### src/common/eeprom_port_pkg.sv
// Constants, states and rule summary for the two-wire EEPROM slave port.
// Assumes one 250 MHz logic clock; bus lines arrive asynchronously.
// How it works
// - Page writes accept up to eight bytes in an aligned eight-byte page.
// - Received bytes reach storage only on stop; otherwise discarded.
// - Write address increments only low three bits, wrapping inside the page.
// - Extra bytes overwrite earlier ones; only the last eight are committed.
// - Address is not acknowledged while the internal write runs.
// - Internal address holds last accessed address plus one, wrapping.
// - Current-address read shifts out the byte at the internal address.
// - Master acknowledge requests the next byte; read address wraps FFh to 00h.
// - On master no-acknowledge the device releases the data line.
// - Data falling with clock high is a start, aborting any transfer.
// - Data rising with clock high is a stop, returning to idle.
// - Data changes only while clock is low; one bit per clock pulse.
// - Bytes go MSB first; receiver drives low through the ninth pulse.
// - Address byte acknowledged only with control code 1010 and matching bits.
// - Device answers a fixed auxiliary address and a programmable main one.
// - Last address bit one selects read, zero selects write.
// - Works at 100 kHz and 400 kHz bus clocks.
// - Repeated start ends the transfer and restarts address reception.
// - Main address is A2h unless the source select picks the stored byte.
// - On address mismatch, no acknowledge and idle until next start.
// - A write sends one eight-bit word address, then data, each acknowledged.
// - During the internal write only address polling is answered, with no ack.
package eeprom_port_pkg;

    localparam logic [3:0]  CTRL_CODE      = 4'ha;
    localparam logic [7:0]  MAIN_ADDR_DFLT = 8'ha2;
    localparam logic [7:0]  AUX_ADDR       = 8'ha0;
    localparam logic [7:0]  CFG_ADDR_LOC   = 8'h8c;
    localparam int          PAGE_BYTES     = 8;
    localparam int          MEM_BYTES      = 256;
    localparam int          FIFO_DEPTH     = 4;
    localparam int          WRITE_CYCLES   = 1000;
    localparam logic [3:0]  BITS_PER_BYTE  = 4'h8;
    localparam logic [2:0]  FILT_RESET     = 3'h7;

    typedef enum logic [2:0] {
        ST_IDLE,
        ST_ADDR,
        ST_WORD,
        ST_WDATA,
        ST_ACK,
        ST_RDATA,
        ST_RMACK
    } port_state_e;

endpackage : eeprom_port_pkg

### src/core/byte_fifo.sv
// Small synchronous FIFO with valid/ready on both sides.
// Assumes DEPTH is a power of two and one clock for both sides.
`timescale 1ns/1ps
`default_nettype none
module byte_fifo #(
    parameter int WIDTH = 16,
    parameter int DEPTH = 4
) (
    // Clock and reset
    input  wire logic             ref_clk_in,
    input  wire logic             rst_in,
    // Fill side
    input  wire logic             in_valid_in,
    input  wire logic [WIDTH-1:0] in_data_in,
    output logic                  in_ready_out,
    // Drain side
    output logic                  out_valid_out,
    output logic [WIDTH-1:0]      out_data_out,
    input  wire logic             out_ready_in
);
    localparam int AW = $clog2(DEPTH);

    logic [WIDTH-1:0] store [DEPTH];
    logic [AW:0]      wr_ptr;
    logic [AW:0]      rd_ptr;
    logic             do_push;
    logic             do_pop;

    assign in_ready_out  = (wr_ptr ^ rd_ptr) != {1'b1, {AW{1'b0}}};
    assign out_valid_out = wr_ptr != rd_ptr;
    assign out_data_out  = store[rd_ptr[AW-1:0]];
    assign do_push       = in_valid_in && in_ready_out;
    assign do_pop        = out_valid_out && out_ready_in;

    always_ff @(posedge ref_clk_in)
    begin
        if (do_push)
        begin
            store[wr_ptr[AW-1:0]] <= in_data_in;
        end
    end

    always_ff @(posedge ref_clk_in or posedge rst_in)
    begin
        if (rst_in)
        begin
            wr_ptr <= '0;
            rd_ptr <= '0;
        end
        else
        begin
            if (do_push)
            begin
                wr_ptr <= wr_ptr + 1'b1;
            end
            if (do_pop)
            begin
                rd_ptr <= rd_ptr + 1'b1;
            end
        end
    end

endmodule : byte_fifo
`default_nettype wire

### src/core/eeprom_port.sv
// Two-wire slave port with page-write buffer and internal storage array.
// Assumes an open-drain bus with pull-ups; master drives the clock line.
`timescale 1ns/1ps
`default_nettype none
module eeprom_port
    import eeprom_port_pkg::*;
#(
    parameter int WRITE_LEN = WRITE_CYCLES
) (
    // Clock and reset
    input  wire logic ref_clk_in,
    input  wire logic rst_in,
    // Bus lines
    input  wire logic scl_in,
    input  wire logic sda_in,
    output logic      sda_out,
    output logic      sda_oe_out,
    // Configuration and status
    input  wire logic address_source_select_in,
    output logic      write_busy_out
);

    // ------------------------------------------------------------
    // Input synchronisers and glitch filter
    // ------------------------------------------------------------
    logic [1:0] scl_s;
    logic [1:0] sda_s;
    logic [1:0] sel_s;
    logic [2:0] scl_h;
    logic [2:0] sda_h;
    logic       scl_f;
    logic       sda_f;
    logic       scl_p;
    logic       sda_p;

    // Level changes only once three samples agree
    function automatic logic filt(input logic [2:0] h, input logic cur);
        filt = (h == 3'h7) ? 1'b1 : (h == 3'h0) ? 1'b0 : cur;
    endfunction : filt

    always_ff @(posedge ref_clk_in or posedge rst_in)
    begin
        if (rst_in)
        begin
            scl_s <= 2'h3;
            sda_s <= 2'h3;
            sel_s <= 2'h0;
            scl_h <= FILT_RESET;
            sda_h <= FILT_RESET;
            scl_f <= 1'b1;
            sda_f <= 1'b1;
            scl_p <= 1'b1;
            sda_p <= 1'b1;
        end
        else
        begin
            scl_s <= {scl_s[0], scl_in};
            sda_s <= {sda_s[0], sda_in};
            sel_s <= {sel_s[0], address_source_select_in};
            scl_h <= {scl_h[1:0], scl_s[1]};
            sda_h <= {sda_h[1:0], sda_s[1]};
            scl_f <= filt(scl_h, scl_f);
            sda_f <= filt(sda_h, sda_f);
            scl_p <= scl_f;
            sda_p <= sda_f;
        end
    end

    logic scl_rise;
    logic scl_fall;
    logic start_det;
    logic stop_det;

    assign scl_rise  = scl_f && !scl_p;
    assign scl_fall  = !scl_f && scl_p;
    assign start_det = scl_f && scl_p && sda_p && !sda_f;
    assign stop_det  = scl_f && scl_p && !sda_p && sda_f;

    // ------------------------------------------------------------
    // Storage and address match
    // ------------------------------------------------------------
    logic [7:0] mem [MEM_BYTES];
    logic [7:0] main_addr;

    assign main_addr = sel_s[1] ? mem[CFG_ADDR_LOC] : MAIN_ADDR_DFLT;

    function automatic logic addr_hit(input logic [7:0] b, input logic [7:0] m);
        addr_hit = (b[7:4] == CTRL_CODE)
                && ((b[7:1] == m[7:1]) || (b[7:1] == AUX_ADDR[7:1]));
    endfunction : addr_hit

    // ------------------------------------------------------------
    // Protocol state machine
    // ------------------------------------------------------------
    port_state_e state;
    port_state_e ack_next;
    logic [3:0]  bitcnt;
    logic [7:0]  shreg;
    logic [7:0]  addr;
    logic        push;
    logic [15:0] push_word;
    logic        fifo_in_ready;

    always_ff @(posedge ref_clk_in or posedge rst_in)
    begin
        if (rst_in)
        begin
            state      <= ST_IDLE;
            ack_next   <= ST_IDLE;
            bitcnt     <= 4'h0;
            shreg      <= 8'h00;
            addr       <= 8'h00;
            push       <= 1'b0;
            push_word  <= 16'h0000;
            sda_oe_out <= 1'b0;
        end
        else
        begin
            push <= 1'b0;
            if (start_det)
            begin
                state      <= ST_ADDR;
                bitcnt     <= 4'h0;
                sda_oe_out <= 1'b0;
            end
            else if (stop_det)
            begin
                state      <= ST_IDLE;
                sda_oe_out <= 1'b0;
            end
            else if (scl_rise)
            begin
                case (state)
                    ST_ADDR, ST_WORD, ST_WDATA:
                    begin
                        shreg  <= {shreg[6:0], sda_f};
                        bitcnt <= bitcnt + 4'h1;
                    end
                    ST_RMACK:
                    begin
                        if (!sda_f)
                        begin
                            state    <= ST_ACK;
                            ack_next <= ST_RDATA;
                        end
                        else
                        begin
                            state <= ST_IDLE;
                        end
                    end
                    default:
                    begin
                    end
                endcase
            end
            else if (scl_fall)
            begin
                // Outputs change only after a falling clock edge
                case (state)
                    ST_ADDR:
                    begin
                        if (bitcnt == BITS_PER_BYTE)
                        begin
                            if (addr_hit(shreg, main_addr) && !write_busy_out)
                            begin
                                sda_oe_out <= 1'b1;
                                state      <= ST_ACK;
                                ack_next   <= shreg[0] ? ST_RDATA : ST_WORD;
                            end
                            else
                            begin
                                state <= ST_IDLE;
                            end
                        end
                    end
                    ST_WORD:
                    begin
                        if (bitcnt == BITS_PER_BYTE)
                        begin
                            sda_oe_out <= 1'b1;
                            addr       <= shreg;
                            state      <= ST_ACK;
                            ack_next   <= ST_WDATA;
                        end
                    end
                    ST_WDATA:
                    begin
                        if (bitcnt == BITS_PER_BYTE)
                        begin
                            // A full buffer refuses the byte with no acknowledge
                            if (fifo_in_ready)
                            begin
                                sda_oe_out <= 1'b1;
                                push       <= 1'b1;
                                push_word  <= {addr, shreg};
                                addr       <= {addr[7:3], addr[2:0] + 3'h1};
                                state      <= ST_ACK;
                                ack_next   <= ST_WDATA;
                            end
                            else
                            begin
                                state <= ST_IDLE;
                            end
                        end
                    end
                    ST_ACK:
                    begin
                        bitcnt <= 4'h0;
                        state  <= ack_next;
                        if (ack_next == ST_RDATA)
                        begin
                            shreg      <= mem[addr];
                            sda_oe_out <= ~mem[addr][7];
                            addr       <= addr + 8'h01;
                            bitcnt     <= 4'h1;
                        end
                        else
                        begin
                            sda_oe_out <= 1'b0;
                        end
                    end
                    ST_RDATA:
                    begin
                        if (bitcnt == BITS_PER_BYTE)
                        begin
                            sda_oe_out <= 1'b0;
                            state      <= ST_RMACK;
                        end
                        else
                        begin
                            sda_oe_out <= ~shreg[6];
                            shreg      <= {shreg[6:0], 1'b0};
                            bitcnt     <= bitcnt + 4'h1;
                        end
                    end
                    default:
                    begin
                    end
                endcase
            end
        end
    end

    // Open drain: the pin is only ever pulled low
    always_ff @(posedge ref_clk_in or posedge rst_in)
    begin
        if (rst_in)
        begin
            sda_out <= 1'b0;
        end
        else
        begin
            sda_out <= 1'b0;
        end
    end

    // ------------------------------------------------------------
    // Page buffer, commit and internal write timer
    // ------------------------------------------------------------
    logic        fifo_out_valid;
    logic [15:0] fifo_out_data;
    logic        fifo_out_ready;
    logic [7:0]  pbuf [PAGE_BYTES];
    logic [7:0]  pvalid;
    logic [4:0]  page_base;
    logic        data_seen;
    logic        commit_pend;
    logic        commit_go;
    logic [15:0] busy_cnt;

    // Draining stalls during the internal write
    assign fifo_out_ready = !write_busy_out;
    assign commit_go      = commit_pend && !fifo_out_valid && !write_busy_out;

    byte_fifo #(
        .WIDTH(16),
        .DEPTH(FIFO_DEPTH)
    ) u_fifo (
        .ref_clk_in   (ref_clk_in),
        .rst_in       (rst_in),
        .in_valid_in  (push),
        .in_data_in   (push_word),
        .in_ready_out (fifo_in_ready),
        .out_valid_out(fifo_out_valid),
        .out_data_out (fifo_out_data),
        .out_ready_in (fifo_out_ready)
    );

    always_ff @(posedge ref_clk_in)
    begin
        if (fifo_out_valid && fifo_out_ready)
        begin
            pbuf[fifo_out_data[10:8]] <= fifo_out_data[7:0];
        end
        if (commit_go)
        begin
            for (int i = 0; i < PAGE_BYTES; i++)
            begin
                if (pvalid[i])
                begin
                    mem[{page_base, 3'(i)}] <= pbuf[i];
                end
            end
        end
    end

    always_ff @(posedge ref_clk_in or posedge rst_in)
    begin
        if (rst_in)
        begin
            pvalid      <= 8'h00;
            page_base   <= 5'h00;
            data_seen   <= 1'b0;
            commit_pend <= 1'b0;
        end
        else
        begin
            if (push)
            begin
                data_seen <= 1'b1;
            end
            if (fifo_out_valid && fifo_out_ready)
            begin
                pvalid[fifo_out_data[10:8]] <= 1'b1;
                page_base                   <= fifo_out_data[15:11];
            end
            if (stop_det && data_seen)
            begin
                commit_pend <= 1'b1;
                data_seen   <= 1'b0;
            end
            else if (start_det && !commit_pend)
            begin
                // Data not closed by a stop is dropped
                pvalid    <= 8'h00;
                data_seen <= 1'b0;
            end
            if (commit_go)
            begin
                pvalid      <= 8'h00;
                commit_pend <= 1'b0;
            end
        end
    end

    always_ff @(posedge ref_clk_in or posedge rst_in)
    begin
        if (rst_in)
        begin
            write_busy_out <= 1'b0;
            busy_cnt       <= 16'h0000;
        end
        else if (commit_go)
        begin
            write_busy_out <= 1'b1;
            busy_cnt       <= 16'(WRITE_LEN - 1);
        end
        else if (write_busy_out)
        begin
            if (busy_cnt == 16'h0000)
            begin
                write_busy_out <= 1'b0;
            end
            else
            begin
                busy_cnt <= busy_cnt - 16'h0001;
            end
        end
    end
endmodule : eeprom_port
`default_nettype wire

### config.mk
export PLATFORM = sky130hd
export DESIGN_NAME = eeprom_port
export DESIGN_NICKNAME = d
export VERILOG_FILES = /design/src/common/eeprom_port_pkg.sv /design/src/core/byte_fifo.sv /design/src/core/eeprom_port.sv
export SDC_FILE = /design/constraint.sdc
export NUM_CORES = 2
export LEC_CHECK = 0
export ABC_CLOCK_PERIOD_IN_PS = 3320
export BUFFER_PORTS_ARGS = -buffer_cell sky130_fd_sc_hd__buf_2
export CAP_MARGIN = 10
export CORE_MARGIN = 8
export CORE_UTILIZATION = 45
export CTS_CLUSTER_SIZE = 25
export DETAILED_ROUTE_END_ITERATION = 16
export GPL_TIMING_DRIVEN = 1
export PLACE_DENSITY = 0.56
export RECOVER_POWER = 100
export SLEW_MARGIN = 5
export SYNTH_ARGS = -nofsm -noshare
export SYNTH_HDL_FRONTEND = slang
export SYNTH_HIERARCHICAL = 1
export SYNTH_SLANG_ARGS = --single-unit
export TNS_END_PERCENT = 100
### constraint.sdc
create_clock -name ref_clk_in -period 3.32 [get_ports ref_clk_in]
set_input_delay 0.332 -clock ref_clk_in [delete_from_list [all_inputs] [get_ports ref_clk_in]]
set_output_delay 0.332 -clock ref_clk_in [all_outputs]
set_load 0.02 [all_outputs]
==> results.md <==
* CTS tree: built
* Worst clock skew on the final layout at 0.0428 ns
* Arrival time reported for the critical path endpoint at 3.64 ns
* Maximum level of the CTS H-tree at 4
* EDFF count, synth at 2,176
* Highest clock rate at 296 MHz
* Total Power Consumption at 0.0644 W
* Root buffer selected by CTS: sky130_fd_sc_hd__clkbuf_16
* Cell type with the highest aggregate area in the netlist: sky130_fd_sc_hd__edfxtp_1
* Number of vias per cell after detailed routing at 6.42
* Time the final worst path needs with I/O delays and setup at 3.38 ns
* Number of DRC violations after detailed routing at 0
* Fraction of final layout cells with drive strength greater than 1 at 22.4%
* Number of synthesis warnings at 6
* Routability Congestion at 0.878
* Via count of the first global-routing pass at 49,800
* Total core area at 197,000 um^2
* Most frequent cells in the layout: 2,176 x sky130_fd_sc_hd__edfxtp_1, 411 x sky130_fd_sc_hd__mux4_2, 314 x sky130_fd_sc_hd__mux2i_1, 311 x sky130_fd_sc_hd__nor2_1, 261 x sky130_fd_sc_hd__clkbuf_1
* Synth top area share at 73.3%
* Headroom to the max-slew limit at -97.1%
* Share of synthesized area occupied by flip-flops and latches at 76.0%
* Critical Path Start Type: flip-flop
* Delay contributed by the slowest stage of the critical path at 2.06 ns
* Clock Pin Slew Worst Setup and Hold Paths at 0.06 ns
* Global-route met2 utilization at 44.8%
* Synthesized netlist net count at 4,550
* Wire length per cell after detailed routing at 38.9 um
* Cell types with the largest area share after synthesis: sky130_fd_sc_hd__edfxtp_1 73%, sky130_fd_sc_hd__mux4_2 10%, sky130_fd_sc_hd__mux2i_1 3.5%, sky130_fd_sc_hd__dfrtp_1 2.4%, sky130_fd_sc_hd__o221ai_1 1.4%
* Fraction of synthesis flops using an asynchronous set or reset pin at 4.31%
* Maximum buffer depth of the clock tree at 3
* Crit end category: flip-flop
* Io pins at 8
* Routed Antenna Nets at 0
* Overall die width at 461 um
* Detailed Route Iter0 Violations at 8,896
* Cell leakage power at 35.4 nW
* Initial Utilization at 45.2%
* Global-route track usage on met3 at 5.83%
* Summed instance area of the synthesized netlist at 89,200 um^2
* Cells after synthesis at 4,533
* Path type of the worst setup path: reg -> reg
* Kind of cell adding the most delay to the critical path: buffers and inverters
* Met1 routing resource usage after global routing at 39.5%
* Flop and latch count out of synthesis at 2,274
* Data required time of the worst path at 3.59 ns
* VDD IR max at 0.597 mV
* Busiest layer in global routing: met2
* Floorplan die height at 461 um
* Yosys cell types at 88
* Result of the run: finished with violations
* Cts bufs inserted at 226
* PnR worst setup slack at -0.0553 ns
* Synth Area per Inst at 19.7 um^2
* Final global-route overflow total at 0
* Type of the tightest min-delay check: in -> reg
* Total of fill cells in the finished design at 15,800
* Cell at the slowest stage of the critical path: sky130_fd_sc_hd__clkdlybuf4s25_1
* Placed cell areas at 96,200 um^2
* Area of the die at 213,000 um^2
* Max-slew violation count at 2,079
* Global-route wire length before repair at 419 mm
* Footprint of the multi-input gates at 19,800 um^2
* Detailed placement HPWL at 178 mm
* Pwr dens at 630 nW/um^2
* Violated checks: max-capacitance violations, max-slew violations, negative setup slack
* NumNets Final at 5,131
* Crit path buffers/inverters at 1
* Antenna violations before repair at 44
* Total Wirelength at 309 mm
* Final setup violating endpoints at 17
* Maximum number of pins on one net before global-route repair at 61
* Worst-margin pin slew at 2.96 ns
* Max Fanout on Critical Path at 27
* Number of I/O port buffers at 6
* GRT Util Overall at 28.6%
* Max capacitance violation total at 67
* Most frequent standard cell in the layout excluding fill and tap cells: sky130_fd_sc_hd__edfxtp_1
* Primary FF master, synth: sky130_fd_sc_hd__edfxtp_1
* Clk Latency, worst-skew pair at 0.89 ns
* Std cell rows at 163
* FF/Latch Area at 67,800 um^2
* Synthesis-to-layout area growth at 14.6%
* Count of TritonRoute iterations in the first routing pass at 6
* Final worst path period share at 102%
* Vias after detailed routing at 51,000
* Setup repair after global routing missed its margin: no
* Sinks on the clock net at 2,274
* Worst path cell trace: clkdlybuf4s25_1
* Total count of hold-check failures in the final report at 0
* Final std cell area, no fill at 102,000 um^2
-- power breakdown --
group	switching [W]	internal, W	total [W]	leakage (nW)
sequential	0.000459	0.0311	0.0316	25.0
combinational	0.00471	0.00313	0.00783	6.94
clock	0.0111	0.0139	0.0250	3.48
-- final timing paths --
path	start	end	slack [ns]	cells after the start
min in group asynchronous	rst_in	u_fifo/wr_ptr[1]	0.49	4
hold / removal	sda_in	sda_s[0]	0.10	2
hold reg to reg	sel_s[0]	sel_s[1]	0.35	0
max in group asynchronous	rst_in	addr[4]	1.48	4
setup reg to reg	pbuf[2][5]	mem[122][5]	-0.06	1
setup / recovery	pbuf[2][5]	mem[122][5]	-0.06	1
-- Yosys cell counts, types with 17 or more instances --
master	number
sky130_fd_sc_hd__a211oi_1	24
sky130_fd_sc_hd__a21oi_1	84
sky130_fd_sc_hd__a22oi_1	18
sky130_fd_sc_hd__buf_1	28
sky130_fd_sc_hd__buf_2	45
sky130_fd_sc_hd__buf_4	17
sky130_fd_sc_hd__buf_6	47
sky130_fd_sc_hd__clkbuf_1	116
sky130_fd_sc_hd__dfrtp_1	84
sky130_fd_sc_hd__edfxtp_1	2176
sky130_fd_sc_hd__inv_1	25
sky130_fd_sc_hd__mux2_2	20
sky130_fd_sc_hd__mux2i_1	314
sky130_fd_sc_hd__mux4_2	411
sky130_fd_sc_hd__nand2_1	182
sky130_fd_sc_hd__nand2b_1	20
sky130_fd_sc_hd__nand3_1	35
sky130_fd_sc_hd__nor2_1	311
sky130_fd_sc_hd__nor2b_1	28
sky130_fd_sc_hd__nor3_1	32
sky130_fd_sc_hd__o21ai_0	52
sky130_fd_sc_hd__o21ai_1	22
sky130_fd_sc_hd__o221ai_1	145
sky130_fd_sc_hd__o22ai_1	68
-- stage by stage --
stage	hold slack (ns)	worst slack (ns)	cells	utilization (%)	setup TNS, ns
after global placement	0.300	-0.150	7520	48.8	-0.220
after floorplan	0.123	0.517	4533	-	0
after global routing	0.0912	0.00916	7937	51.8	0
after detailed placement	0.299	-0.124	7520	48.8	-0.197
after CTS	0.0454	0.0135	7936	52.4	0
final	0.100	-0.0553	7948	51.8	-0.604
-- layer usage --
metal  up-vias  share of wire (%)
met5         -             0.0097
met1     26800                 37
met2      3692                 46
li1      19900                  -
met4         4                4.6
met3       659                 12
-- cell families (layout without fill, tap and decap cells) --
family	after synthesis	after routing	synth area share, %
flops	2274	2274	76.0
mux	753	753	14.4
simple gates	672	672	3.31
compound gates	511	511	4.07
buf+inv	288	1051	1.83
xor+xnor	22	22	0.237
fa+ha+maj	12	12	0.168
other cells	1	13	0.00420
-- timing repair --
| item | CTS | global route |
|---|---|---|
| setup buffers | 1 | 0 |
| hold buffers | 5 | 0 |
| setup endpoints to repair | 3 | 5 |
| resized for setup | 3 | 11 |
| cloned | 0 | 0 |
| endpoints found under the hold margin | 57 | 0 |
-- registers in the layout, summed over array words and instances, names as in the netlist, 2 cells and up --
name	flops
mem	2048
pbuf	64
u_fifo/store	64
busy_cnt	16
push_word	16
addr	8
pvalid	8
shreg	8
page_base	5
bitcnt	4
ack_next	3
scl_h	3
sda_h	3
state	3
u_fifo/rd_ptr	3
u_fifo/wr_ptr	3
scl_s	2
sda_s	2
sel_s	2
-- cell type report --
class | count | share of cell area (%)
Tap cell | 2640 | 3.23
Clock inverter | 123 | 1.14
Inverter | 28 | 0.109
Antenna cell | 12 | 0.0294
Timing Repair Buffer | 613 | 3.93
Multi-Input combinational cell | 1971 | 19.4
Clock buffer | 287 | 5.83
Sequential cell | 2274 | 66.4
Note: power is estimated with default switching activity, not from simulation.
